==> src/smi_pme_pkg.sv <==
// Package: register map, field positions and reset values of the event aggregator
package smi_pme_pkg;
	// Word byte addresses on the Avalon-MM slave
	localparam logic [5:0] ADDR_MGMT_STATUS_PER = 6'h00; // Peripheral live events, no latch
	localparam logic [5:0] ADDR_MGMT_ENABLE_PER = 6'h04;
	localparam logic [5:0] ADDR_MGMT_STATUS_TWO = 6'h08;
	localparam logic [5:0] ADDR_MGMT_ENABLE_TWO = 6'h0C;
	localparam logic [5:0] ADDR_MGMT_STATUS_PIN = 6'h10;
	localparam logic [5:0] ADDR_MGMT_ENABLE_PIN = 6'h14;
	localparam logic [5:0] ADDR_WAKE_STATUS_PIN = 6'h18;
	localparam logic [5:0] ADDR_WAKE_ENABLE_PIN = 6'h1C;
	localparam logic [5:0] ADDR_PIN_POLARITY    = 6'h20;
	localparam logic [5:0] ADDR_PIN_EITHER_EDGE = 6'h24;
	localparam logic [5:0] ADDR_WAKE_STATUS_THR = 6'h28;
	localparam logic [5:0] ADDR_WAKE_ENABLE_THR = 6'h2C;
	localparam logic [5:0] ADDR_WAKE_CONTROL    = 6'h30;
	localparam logic [5:0] ADDR_PIN_CONFIG      = 6'h34;
	// Second management enable register fields
	localparam int MGMT_EN2_TO_PIN  = 7;
	localparam int MGMT_EN2_TO_SIRQ = 6;
	localparam int MGMT_EN2_TO_WAKE = 5;
	// Second management status register field (infrared, read-clears)
	localparam int MGMT_STS2_INFRARED = 0;
	// Third wake status/enable fields
	localparam int WAKE_THR_RING_ONE  = 0;
	localparam int WAKE_THR_RING_TWO  = 1;
	localparam int WAKE_THR_INFRARED  = 2;
	localparam int WAKE_THR_DEVICE    = 3;
	localparam int WAKE_THR_KEYBOARD  = 4;
	localparam int WAKE_THR_MOUSE     = 5;
	localparam int WAKE_THR_WIDTH     = 6;
	// Wake control register fields
	localparam int WAKE_CTL_GLOBAL_EN = 0;
	localparam int WAKE_CTL_SUMMARY   = 1;
	// Shared-pin configuration fields: polarity bit 0 (1 = active high), buffer bit 7 (1 = push-pull)
	localparam int PINCFG_MGMT_POL    = 0;
	localparam int PINCFG_MGMT_PP     = 7;
	localparam int PINCFG_WAKE_POL    = 8;
	localparam int PINCFG_WAKE_PP     = 15;
	localparam logic [15:0] PINCFG_RESET = 16'h0000; // Active low, open-drain
	localparam int N_PER_DEFAULT      = 8;
	localparam int N_PIN_DEFAULT      = 16;
endpackage : smi_pme_pkg

==> src/smi_pme_event_aggregator.sv <==
// Management interrupt and wake event aggregator with Avalon-MM register slave
// Function
// RL1: Group interrupt is OR over sources of status AND enable.
// RL2: Interrupt pin polarity selectable, bit 7 open-drain/push-pull, default active-low open-drain.
// RL3: Group interrupt reaches its pin only with enable-two bit 7 set.
// RL4: Enable-two bit 6 routes group interrupt to serial IRQ slot two.
// RL5: Enable-two bit 5 feeds group interrupt into wake logic via device status.
// RL6: Pin/tach interrupt status sets on polarity-selected edge, rising by default.
// RL7: Either-edge mode sets pin interrupt status on both edges.
// RL8: Pin interrupt status clears on write one; write zero keeps it.
// RL9: Pin/tach events latched; latched bit ANDed with enable.
// RL10: Peripheral status cleared at source; infrared clears on reading status two.
// RL11: Peripheral live events ANDed directly with enables, no latch.
// RL12: Wake pin polarity selectable, bit 7 buffer type, default active-low open-drain.
// RL13: Wake pin inactive while global wake enable clear; enabled sources assert it otherwise.
// RL14: Summary wake status sets on enabled source transition regardless of global enable.
// RL15: Summary wake status stays set while any pending event status remains set.
// RL16: Pin wake status sets on polarity edge, both edges in either-edge mode.
// RL17: Pin wake status clears on write one; write zero keeps it.
// RL18: Wake sources: ring indicators, infrared frames, keyboard, mouse, pins, tachometer.
// RL19: Device wake status reads group-active AND enable bit 5; write one clears.
// RL20: Device wake enable and status both set assert wake pin with its polarity.
// RL21: Inverted polarity without either-edge sets status on falling edge only.
//
// Added by the designer: the address map and the Avalon-MM slave port.
`timescale 1ns/1ns
`default_nettype none
module smi_pme_event_aggregator #(
	parameter int N_PER = smi_pme_pkg::N_PER_DEFAULT,
	parameter int N_PIN = smi_pme_pkg::N_PIN_DEFAULT
) (
	input  wire logic             i_sys_clk,
	input  wire logic             i_rstn,
	// Avalon-MM slave
	input  wire logic [5:0]       i_avs_address,
	input  wire logic             i_avs_read,
	input  wire logic             i_avs_write,
	input  wire logic [31:0]      i_avs_writedata,
	input  wire logic [3:0]       i_avs_byteenable,
	output logic [31:0]           o_avs_readdata,
	output logic                  o_avs_waitrequest,
	// Event inputs
	input  wire logic [N_PER-1:0] i_per_event,
	input  wire logic             i_infrared_irq_event,
	input  wire logic [N_PIN-1:0] i_pin_event,
	input  wire logic             i_ring_indicator_one,
	input  wire logic             i_ring_indicator_two,
	input  wire logic             i_infrared_frame,
	input  wire logic             i_keyboard_data,
	input  wire logic             i_mouse_data,
	// Outputs
	output logic                  o_mgmt_irq_pin_out,
	output logic                  o_mgmt_irq_pin_oe,
	output logic                  o_sirq_slot_two,
	output logic                  o_wake_event_pin_out,
	output logic                  o_wake_event_pin_oe
);
	import smi_pme_pkg::*;

	// Pin events (GPIOs and tachometer) and ring/data lines are asynchronous
	logic [N_PIN-1:0] pin_meta, pin_sync, pin_prev;
	logic [4:0]       misc_meta, misc_sync, misc_prev;
	logic [N_PER-1:0] per_meta, per_sync;
	logic             ir_meta, ir_sync;

	// Pin and tachometer lines, third stage kept for edge detection
	always_ff @(posedge i_sys_clk or negedge i_rstn) begin
		if (!i_rstn) begin
			pin_meta <= '0;
			pin_sync <= '0;
			pin_prev <= '0;
		end else begin
			pin_meta <= i_pin_event;
			pin_sync <= pin_meta;
			pin_prev <= pin_sync;
		end
	end

	// Ring, frame, keyboard and mouse; reset low matches their idle level
	always_ff @(posedge i_sys_clk or negedge i_rstn) begin
		if (!i_rstn) begin
			misc_meta <= '0;
			misc_sync <= '0;
			misc_prev <= '0;
		end else begin
			misc_meta <= {i_mouse_data, i_keyboard_data, i_infrared_frame, i_ring_indicator_two,
				i_ring_indicator_one};
			misc_sync <= misc_meta;
			misc_prev <= misc_sync;
		end
	end

	always_ff @(posedge i_sys_clk or negedge i_rstn) begin
		if (!i_rstn) begin
			per_meta <= '0;
			per_sync <= '0;
		end else begin
			per_meta <= i_per_event;
			per_sync <= per_meta;
		end
	end

	always_ff @(posedge i_sys_clk or negedge i_rstn) begin
		if (!i_rstn) begin
			ir_meta <= 1'b0;
			ir_sync <= 1'b0;
		end else begin
			ir_meta <= i_infrared_irq_event;
			ir_sync <= ir_meta;
		end
	end

	// Registers
	logic [N_PER-1:0] mgmt_enable_per;
	logic [7:0]       mgmt_irq_enable_two;
	logic             infrared_status;
	logic [N_PIN-1:0] mgmt_status_pin, mgmt_enable_pin;
	logic [N_PIN-1:0] wake_status_pin, wake_enable_pin;
	logic [N_PIN-1:0] pin_polarity, either_edge_trigger;
	logic [WAKE_THR_WIDTH-1:0] wake_status_three, wake_enable_three;
	logic             wake_global_enable;
	logic [15:0]      pin_config;

	// Writes take no wait state; reads take one so read data comes from a flop
	logic wr_ack, rd_capture, rd_pend;
	assign wr_ack            = i_avs_write;
	assign rd_capture        = i_avs_read & ~rd_pend;
	assign o_avs_waitrequest = rd_capture;

	always_ff @(posedge i_sys_clk or negedge i_rstn) begin
		if (!i_rstn) begin
			rd_pend <= 1'b0;
		end else begin
			rd_pend <= rd_capture;
		end
	end

	function automatic logic [31:0] merge_be(input logic [31:0] old_v, input logic [31:0] new_v,
		input logic [3:0] be);
		logic [31:0] r;
		r = old_v;
		for (int b = 0; b < 4; b++) begin
			if (be[b]) begin
				r[b*8 +: 8] = new_v[b*8 +: 8];
			end
		end
		return r;
	endfunction : merge_be

	// Write-one-clear mask for the addressed word
	function automatic logic [31:0] w1c_mask(input logic [5:0] reg_addr);
		logic [31:0] m;
		m = '0;
		if (wr_ack && i_avs_address == reg_addr) begin
			m = merge_be(32'h0000_0000, i_avs_writedata, i_avs_byteenable);
		end
		return m;
	endfunction : w1c_mask

	// Active edge selection, shared by management and wake paths
	function automatic logic [N_PIN-1:0] pin_edges(input logic [N_PIN-1:0] cur,
		input logic [N_PIN-1:0] prv, input logic [N_PIN-1:0] pol, input logic [N_PIN-1:0] eet);
		logic [N_PIN-1:0] rise, fall;
		rise = cur & ~prv;
		fall = ~cur & prv;
		return (eet & (rise | fall)) | (~eet & ~pol & rise) | (~eet & pol & fall); // [RL6] [RL7] [RL16] [RL21]
	endfunction : pin_edges

	logic [N_PIN-1:0] pin_hit;
	assign pin_hit = pin_edges(pin_sync, pin_prev, pin_polarity, either_edge_trigger);

	// Write strobe for one register word
	function automatic logic wr_hit(input logic [5:0] reg_addr);
		return wr_ack && i_avs_address == reg_addr;
	endfunction : wr_hit

	// Configuration registers, one block each
	always_ff @(posedge i_sys_clk or negedge i_rstn) begin
		if (!i_rstn) begin
			mgmt_enable_per <= '0;
		end else if (wr_hit(ADDR_MGMT_ENABLE_PER)) begin
			mgmt_enable_per <= N_PER'(merge_be(32'(mgmt_enable_per), i_avs_writedata, i_avs_byteenable));
		end
	end

	always_ff @(posedge i_sys_clk or negedge i_rstn) begin
		if (!i_rstn) begin
			mgmt_irq_enable_two <= 8'h00;
		end else if (wr_hit(ADDR_MGMT_ENABLE_TWO)) begin
			mgmt_irq_enable_two <= 8'(merge_be(32'(mgmt_irq_enable_two), i_avs_writedata, i_avs_byteenable));
		end
	end

	always_ff @(posedge i_sys_clk or negedge i_rstn) begin
		if (!i_rstn) begin
			mgmt_enable_pin <= '0;
		end else if (wr_hit(ADDR_MGMT_ENABLE_PIN)) begin
			mgmt_enable_pin <= N_PIN'(merge_be(32'(mgmt_enable_pin), i_avs_writedata, i_avs_byteenable));
		end
	end

	always_ff @(posedge i_sys_clk or negedge i_rstn) begin
		if (!i_rstn) begin
			wake_enable_pin <= '0;
		end else if (wr_hit(ADDR_WAKE_ENABLE_PIN)) begin
			wake_enable_pin <= N_PIN'(merge_be(32'(wake_enable_pin), i_avs_writedata, i_avs_byteenable));
		end
	end

	always_ff @(posedge i_sys_clk or negedge i_rstn) begin
		if (!i_rstn) begin
			pin_polarity <= '0;
		end else if (wr_hit(ADDR_PIN_POLARITY)) begin
			pin_polarity <= N_PIN'(merge_be(32'(pin_polarity), i_avs_writedata, i_avs_byteenable));
		end
	end

	always_ff @(posedge i_sys_clk or negedge i_rstn) begin
		if (!i_rstn) begin
			either_edge_trigger <= '0;
		end else if (wr_hit(ADDR_PIN_EITHER_EDGE)) begin
			either_edge_trigger <= N_PIN'(merge_be(32'(either_edge_trigger), i_avs_writedata,
				i_avs_byteenable));
		end
	end

	always_ff @(posedge i_sys_clk or negedge i_rstn) begin
		if (!i_rstn) begin
			wake_enable_three <= '0;
		end else if (wr_hit(ADDR_WAKE_ENABLE_THR)) begin
			wake_enable_three <= WAKE_THR_WIDTH'(merge_be(32'(wake_enable_three), i_avs_writedata,
				i_avs_byteenable));
		end
	end

	always_ff @(posedge i_sys_clk or negedge i_rstn) begin
		if (!i_rstn) begin
			wake_global_enable <= 1'b0;
		end else if (wr_hit(ADDR_WAKE_CONTROL) && i_avs_byteenable[0]) begin
			wake_global_enable <= i_avs_writedata[WAKE_CTL_GLOBAL_EN];
		end
	end

	always_ff @(posedge i_sys_clk or negedge i_rstn) begin
		if (!i_rstn) begin
			pin_config <= PINCFG_RESET;
		end else if (wr_hit(ADDR_PIN_CONFIG)) begin
			pin_config <= 16'(merge_be(32'(pin_config), i_avs_writedata, i_avs_byteenable));
		end
	end

	// Pin management status: set beats write-one clear
	always_ff @(posedge i_sys_clk or negedge i_rstn) begin
		if (!i_rstn) begin
			mgmt_status_pin <= '0;
		end else begin
			mgmt_status_pin <= (mgmt_status_pin & ~N_PIN'(w1c_mask(ADDR_MGMT_STATUS_PIN))) | pin_hit; // [RL8] [RL9]
		end
	end

	always_ff @(posedge i_sys_clk or negedge i_rstn) begin
		if (!i_rstn) begin
			wake_status_pin <= '0;
		end else begin
			wake_status_pin <= (wake_status_pin & ~N_PIN'(w1c_mask(ADDR_WAKE_STATUS_PIN))) | pin_hit; // [RL16] [RL17]
		end
	end

	// Infrared latch clears on a read of status two; a new event in that cycle wins
	always_ff @(posedge i_sys_clk or negedge i_rstn) begin
		if (!i_rstn) begin
			infrared_status <= 1'b0;
		end else if (ir_sync) begin
			infrared_status <= 1'b1;
		end else if (rd_capture && i_avs_address == ADDR_MGMT_STATUS_TWO) begin
			infrared_status <= 1'b0; // [RL10]
		end
	end

	// Group interrupt, active high internally
	logic group_mgmt_irq;
	assign group_mgmt_irq = (|(per_sync & mgmt_enable_per))   // [RL11]
		| (|(mgmt_status_pin & mgmt_enable_pin))              // [RL9]
		| (infrared_status & mgmt_irq_enable_two[MGMT_STS2_INFRARED]); // [RL1]

	// Wake status three: rising edges of ring, infrared, keyboard, mouse, plus device level
	logic [4:0] misc_hit;
	logic       device_irq_wake_status;
	assign misc_hit = misc_sync & ~misc_prev; // [RL18]
	assign device_irq_wake_status = wake_status_three[WAKE_THR_DEVICE];

	always_ff @(posedge i_sys_clk or negedge i_rstn) begin
		if (!i_rstn) begin
			wake_status_three <= '0;
		end else begin
			wake_status_three <= (wake_status_three & ~WAKE_THR_WIDTH'(w1c_mask(ADDR_WAKE_STATUS_THR)))
				| {misc_hit[4:3], group_mgmt_irq & mgmt_irq_enable_two[MGMT_EN2_TO_WAKE], // [RL5] [RL19]
				misc_hit[2:0]};
		end
	end

	// Summary: pending enabled status, independent of global enable
	logic wake_pending, wake_summary_status;
	assign wake_pending = (|(wake_status_pin & wake_enable_pin)) | (|(wake_status_three & wake_enable_three));
	always_ff @(posedge i_sys_clk or negedge i_rstn) begin
		if (!i_rstn) begin
			wake_summary_status <= 1'b0;
		end else if (wake_pending) begin
			wake_summary_status <= 1'b1; // [RL14] [RL15]
		end else if (wr_ack && i_avs_address == ADDR_WAKE_CONTROL && i_avs_byteenable[0]
			&& i_avs_writedata[WAKE_CTL_SUMMARY]) begin
			wake_summary_status <= 1'b0;
		end
	end

	logic wake_active, mgmt_pin_active;
	assign wake_active = wake_global_enable & wake_pending; // [RL13] [RL20]
	assign mgmt_pin_active = group_mgmt_irq & mgmt_irq_enable_two[MGMT_EN2_TO_PIN]; // [RL3]

	// Pin levels after polarity: polarity bit set means active high
	logic mgmt_level, wake_level;
	assign mgmt_level = mgmt_pin_active ~^ pin_config[PINCFG_MGMT_POL];
	assign wake_level = wake_active ~^ pin_config[PINCFG_WAKE_POL];

	// Open-drain drives only the low level; only push-pull mode drives a shared line high
	always_ff @(posedge i_sys_clk or negedge i_rstn) begin
		if (!i_rstn) begin
			o_mgmt_irq_pin_out <= 1'b0;
			o_mgmt_irq_pin_oe  <= 1'b0;
		end else begin
			o_mgmt_irq_pin_out <= mgmt_level; // [RL2]
			o_mgmt_irq_pin_oe  <= pin_config[PINCFG_MGMT_PP] | ~mgmt_level; // [RL2]
		end
	end

	always_ff @(posedge i_sys_clk or negedge i_rstn) begin
		if (!i_rstn) begin
			o_wake_event_pin_out <= 1'b0;
			o_wake_event_pin_oe  <= 1'b0;
		end else begin
			o_wake_event_pin_out <= wake_level; // [RL12]
			o_wake_event_pin_oe  <= pin_config[PINCFG_WAKE_PP] | ~wake_level; // [RL12]
		end
	end

	always_ff @(posedge i_sys_clk or negedge i_rstn) begin
		if (!i_rstn) begin
			o_sirq_slot_two <= 1'b0;
		end else begin
			o_sirq_slot_two <= group_mgmt_irq & mgmt_irq_enable_two[MGMT_EN2_TO_SIRQ]; // [RL4]
		end
	end

	// Read value, taken into the data flop in the wait cycle
	logic [31:0] read_mux;
	always_comb begin
		read_mux = 32'h0000_0000;
		unique case (i_avs_address)
			ADDR_MGMT_STATUS_PER: read_mux = 32'(per_sync);
			ADDR_MGMT_ENABLE_PER: read_mux = 32'(mgmt_enable_per);
			ADDR_MGMT_STATUS_TWO: read_mux = 32'(infrared_status);
			ADDR_MGMT_ENABLE_TWO: read_mux = 32'(mgmt_irq_enable_two);
			ADDR_MGMT_STATUS_PIN: read_mux = 32'(mgmt_status_pin);
			ADDR_MGMT_ENABLE_PIN: read_mux = 32'(mgmt_enable_pin);
			ADDR_WAKE_STATUS_PIN: read_mux = 32'(wake_status_pin);
			ADDR_WAKE_ENABLE_PIN: read_mux = 32'(wake_enable_pin);
			ADDR_PIN_POLARITY:    read_mux = 32'(pin_polarity);
			ADDR_PIN_EITHER_EDGE: read_mux = 32'(either_edge_trigger);
			ADDR_WAKE_STATUS_THR: read_mux = 32'(wake_status_three);
			ADDR_WAKE_ENABLE_THR: read_mux = 32'(wake_enable_three);
			ADDR_WAKE_CONTROL:    read_mux = 32'({wake_summary_status, wake_global_enable});
			ADDR_PIN_CONFIG:      read_mux = 32'(pin_config);
			default:              read_mux = 32'h0000_0000;
		endcase
	end

	// Captured on the same edge that clears the infrared latch, so no event is lost
	always_ff @(posedge i_sys_clk or negedge i_rstn) begin
		if (!i_rstn) begin
			o_avs_readdata <= 32'h0000_0000;
		end else if (rd_capture) begin
			o_avs_readdata <= read_mux;
		end
	end
endmodule : smi_pme_event_aggregator
`default_nettype wire

==> config.mk <==
export PLATFORM = sky130hd
export DESIGN_NAME = smi_pme_event_aggregator
export DESIGN_NICKNAME = d
export VERILOG_FILES = /design/src/smi_pme_pkg.sv /design/src/smi_pme_event_aggregator.sv
export SDC_FILE = /design/constraint.sdc
export NUM_CORES = 1
export LEC_CHECK = 0
export BUFFER_PORTS_ARGS = -buffer_cell sky130_fd_sc_hd__buf_2
export CAP_MARGIN = 15
export CORE_MARGIN = 2
export CORE_UTILIZATION = 63
export DETAILED_ROUTE_END_ITERATION = 12
export GPL_ROUTABILITY_DRIVEN = 1
export PLACE_DENSITY = 0.85
export RECOVER_POWER = 50
export SLEW_MARGIN = 20
export SYNTH_ARGS = -nofsm -noshare
export SYNTH_HDL_FRONTEND = slang
export SYNTH_SLANG_ARGS = --single-unit
export TNS_END_PERCENT = 20
==> constraint.sdc <==
create_clock -name i_sys_clk -period 3.2 [get_ports i_sys_clk]
set_input_delay 0.64 -clock i_sys_clk [delete_from_list [all_inputs] [get_ports i_sys_clk]]
set_output_delay 0.64 -clock i_sys_clk [all_outputs]
set_load 0.005 [all_outputs]
==> flow_summary.yaml <==
timing:
  clock_skew_ps: 14.54
  worst_slack_ps: 827.6
  setup_viol: 0
  finalSetupTns_ps: 0
  rsz0062_at_grt: "false"
  hold_viol_final: 0
  fin_crit_ps: 2372
  fmax_mhz: 421.5
  drv_slew: 86
  fin_crit_sh_pct: 74.14
  relSlewSlack_pct: -42.94
  worst_pin_slew_ps: 2144
pwr:
  power.internal_uw: 5562
  pwr-share-comb_pct: 8.6
  power.total_uw: 7302
  power_density_nw_per_um2: 601.4
  p_sw_share_pct: 23.83
  p_switching_uw: 1740
  p_leak_uw: 0.005605
  ir_worst_vdd_mv: 0.5180
  p_seq_share_pct: 47.8
  clkPwrFrac_pct: 43.7
global_route:
  grt_usage_pct: 30.78
  antenna_found_initial: 0
  grt_pass1_vias: 7561
  grt_first_pass_wirelength_um: 41990
  overflow: 0
  grt_max_degree: 88
clock_tree:
  clock_latency_ps: 540
  root_buffer: "clkbuf_16"
  cts_max_path_buffers: 3
  post-cts-setup-buffers: 0
  cts_buffers: 25
  postCtsHoldBufs: 0
  clk_pin_slew_worst_paths_ps: 60
  cts_resized: 0
  clock_sinks: 246
  cts.htree.levels: 1
  cts_tree: "yes"
floorplanning:
  die_x_um: 133.3
  coreArea_um2: 16470
  rows: 47
  ios: 114
  start_util_pct: 63.94
  die_area_um2: 17760
  die-height_um: 133.3
route:
  first_iter_violations: 996
  via_per_inst: 6.480
  first_pass_iters: 6
  vias: 7530
  ant_nets: 0
  routedWlPerCell_um: 23.18
  wl_um: 26930
  drc: 0
placed_design:
  placed_area_um2: 11230
  gp_congestion: 1.018
  port_buffers: 79
  place_ws_ps: 328.9
  dp_hpwl_um: 17770
job:
  cap_violations: 1
yosys:
  netlist.area_leader.share_pct: 58.47
  synth_ff_type: "dfrtp_1"
  synth_edf_count: 0
  synth-seq-area-share_pct: 58.47
  synth_most_common_cell: "dfrtp_1"
  avgSynthCellArea_um2: 12.81
  syn_inst: 822
  yosys.area.top_type: "dfrtp_1"
  ys_ff_latch: 246
  synth_cell_types: 49
  yosys_warnings: 0
  ys_async_sr_fraction_pct: 100.0
  netlist_top_cells_area: "dfrtp_1, mux2_2, ha_1"
  netlist_area_um2: 10530
  synthTopCellsByCount: "dfrtp_1, mux2_2, a22oi_1"
setup_path:
  worst_setup_path_end_kind: "register"
  cp.required_ps: 3620
  crit_type: "primary input to register"
  crit_path_start_kind: "primary input"
  crit_fanout: 8
  cp.arrival_ps: 2790
cells_and_area:
  drive_gt1_share_pct: 29.41
  fin_nets: 1031
  final_cell_area_um2: 12140
  antenna-diode-count: 0
  syn_to_final_growth_pct: 15.32
  utilization_pct: 73.74
outcome:
  status: "finished, violations left"
  violations: "capacitance limit, slew limit"
hold_path:
  worstHoldPathType: "primary input to register"
[worst paths after layout]
| path | startpoint | end | slack, ps | depth (start not counted) |
|---|---|---|---|---|
| worst max-delay path | i_avs_address[1] | mgmt_status_pin[14]$_DFF_PN0_ | 830 | 6 |
| worst min-delay path | i_pin_event[5] | pin_meta[5]$_DFF_PN0_ | 210 | 1 |
| worst max register to register | wake_status_three[5]$_DFF_PN0_ | o_wake_event_pin_oe$_DFF_PN0_ | 1020 | 5 |
| worst min register to register | misc_meta[2]$_DFF_PN0_ | misc_sync[2]$_DFF_PN0_ | 340 | 0 |
| max in group asynchronous | i_rstn | mgmt_status_pin[1]$_DFF_PN0_ | 1030 | 2 |
| min in group asynchronous | i_rstn | pin_meta[5]$_DFF_PN0_ | 730 | 1 |
[cell families (layout without fill, tap and decap cells)]
family | count (synthesis) | after routing | share of synthesized area, %
AO/OA/AOI/OAI | 217 | 217 | 14.65
flip-flops | 246 | 246 | 58.47
XOR/XNOR | 1 | 1 | 0.08320
AND/OR/NAND/NOR | 127 | 127 | 7.487
adder cells (fa/ha/maj) | 32 | 32 | 3.803
other | 1 | 16 | 0.03562
multiplexers | 103 | 103 | 11.00
buffers and inverters | 95 | 200 | 4.468
[final cells by class]
cell class                 instances  area, um^2
clock buffer                      36       757.0
clock inverter                    10       167.7
fill                            1068        4324
inverter                          41       153.9
multi-input combinational        496        3959
sequential                       246        6156
tap                              220       275.3
timing repair buffer             113       673.1
[worst max-delay path, cell delays in order]
cell and delay (ps):
buf_2 120, or4b_1 790, nor3_4 420, and3_1 500
nand2_1 120, a21o_1 200
[metal layers]
metal | GRT usage [%] | routed length, um
met5 | 0 | 0
met4 | 14.72 | 1479
met3 | 7.116 | 2652
met2 | 48.37 | 12480
met1 | 41.01 | 10320
[layout by cell type (no fill, tap or decap), types with 11 or more instances in the layout]
cell         n
o21ai_0     26
buf_4       31
nand2_1     32
conb_1      16
a21oi_1     27
a221oi_1    12
nand3_1     20
inv_1       40
buf_2       78
ha_1        32
clkbuf_16   25
a22oi_1     48
nor2b_1     18
a31oi_1     14
dfrtp_1    246
a211oi_1    25
and3_1      11
mux2_2     102
a21o_1      33
a22o_1      22
[registers in the layout, indices dropped and copies added (netlist names), 16 cells and up]
signal,count
pin_polarity,16
pin_prev,16
pin_config,16
pin_sync,16
wake_status_pin,16
wake_enable_pin,16
o_avs_readdata,16
pin_meta,16
mgmt_enable_pin,16
either_edge_trigger,16
mgmt_status_pin,16
[power by group through the flow]
stage | registers [uW] | clock network (uW) | logic (uW)
after floorplan | 3480 | 0 | 359
after global placement | 3520 | 0 | 586
after detailed placement | 3530 | 0 | 608
after CTS | 3480 | 3220 | 621
after global routing | 3500 | 3350 | 684
final | 3490 | 3190 | 625
[metrics by stage]
stage	hold WS [ps]	instances
floorplan	331.2	837
finish	206.4	1162
detailed placement	334.7	1116
global placement	331.5	1116
global route	192.6	1162
CTS	124.7	1162
(Power assumes the default switching activity.)
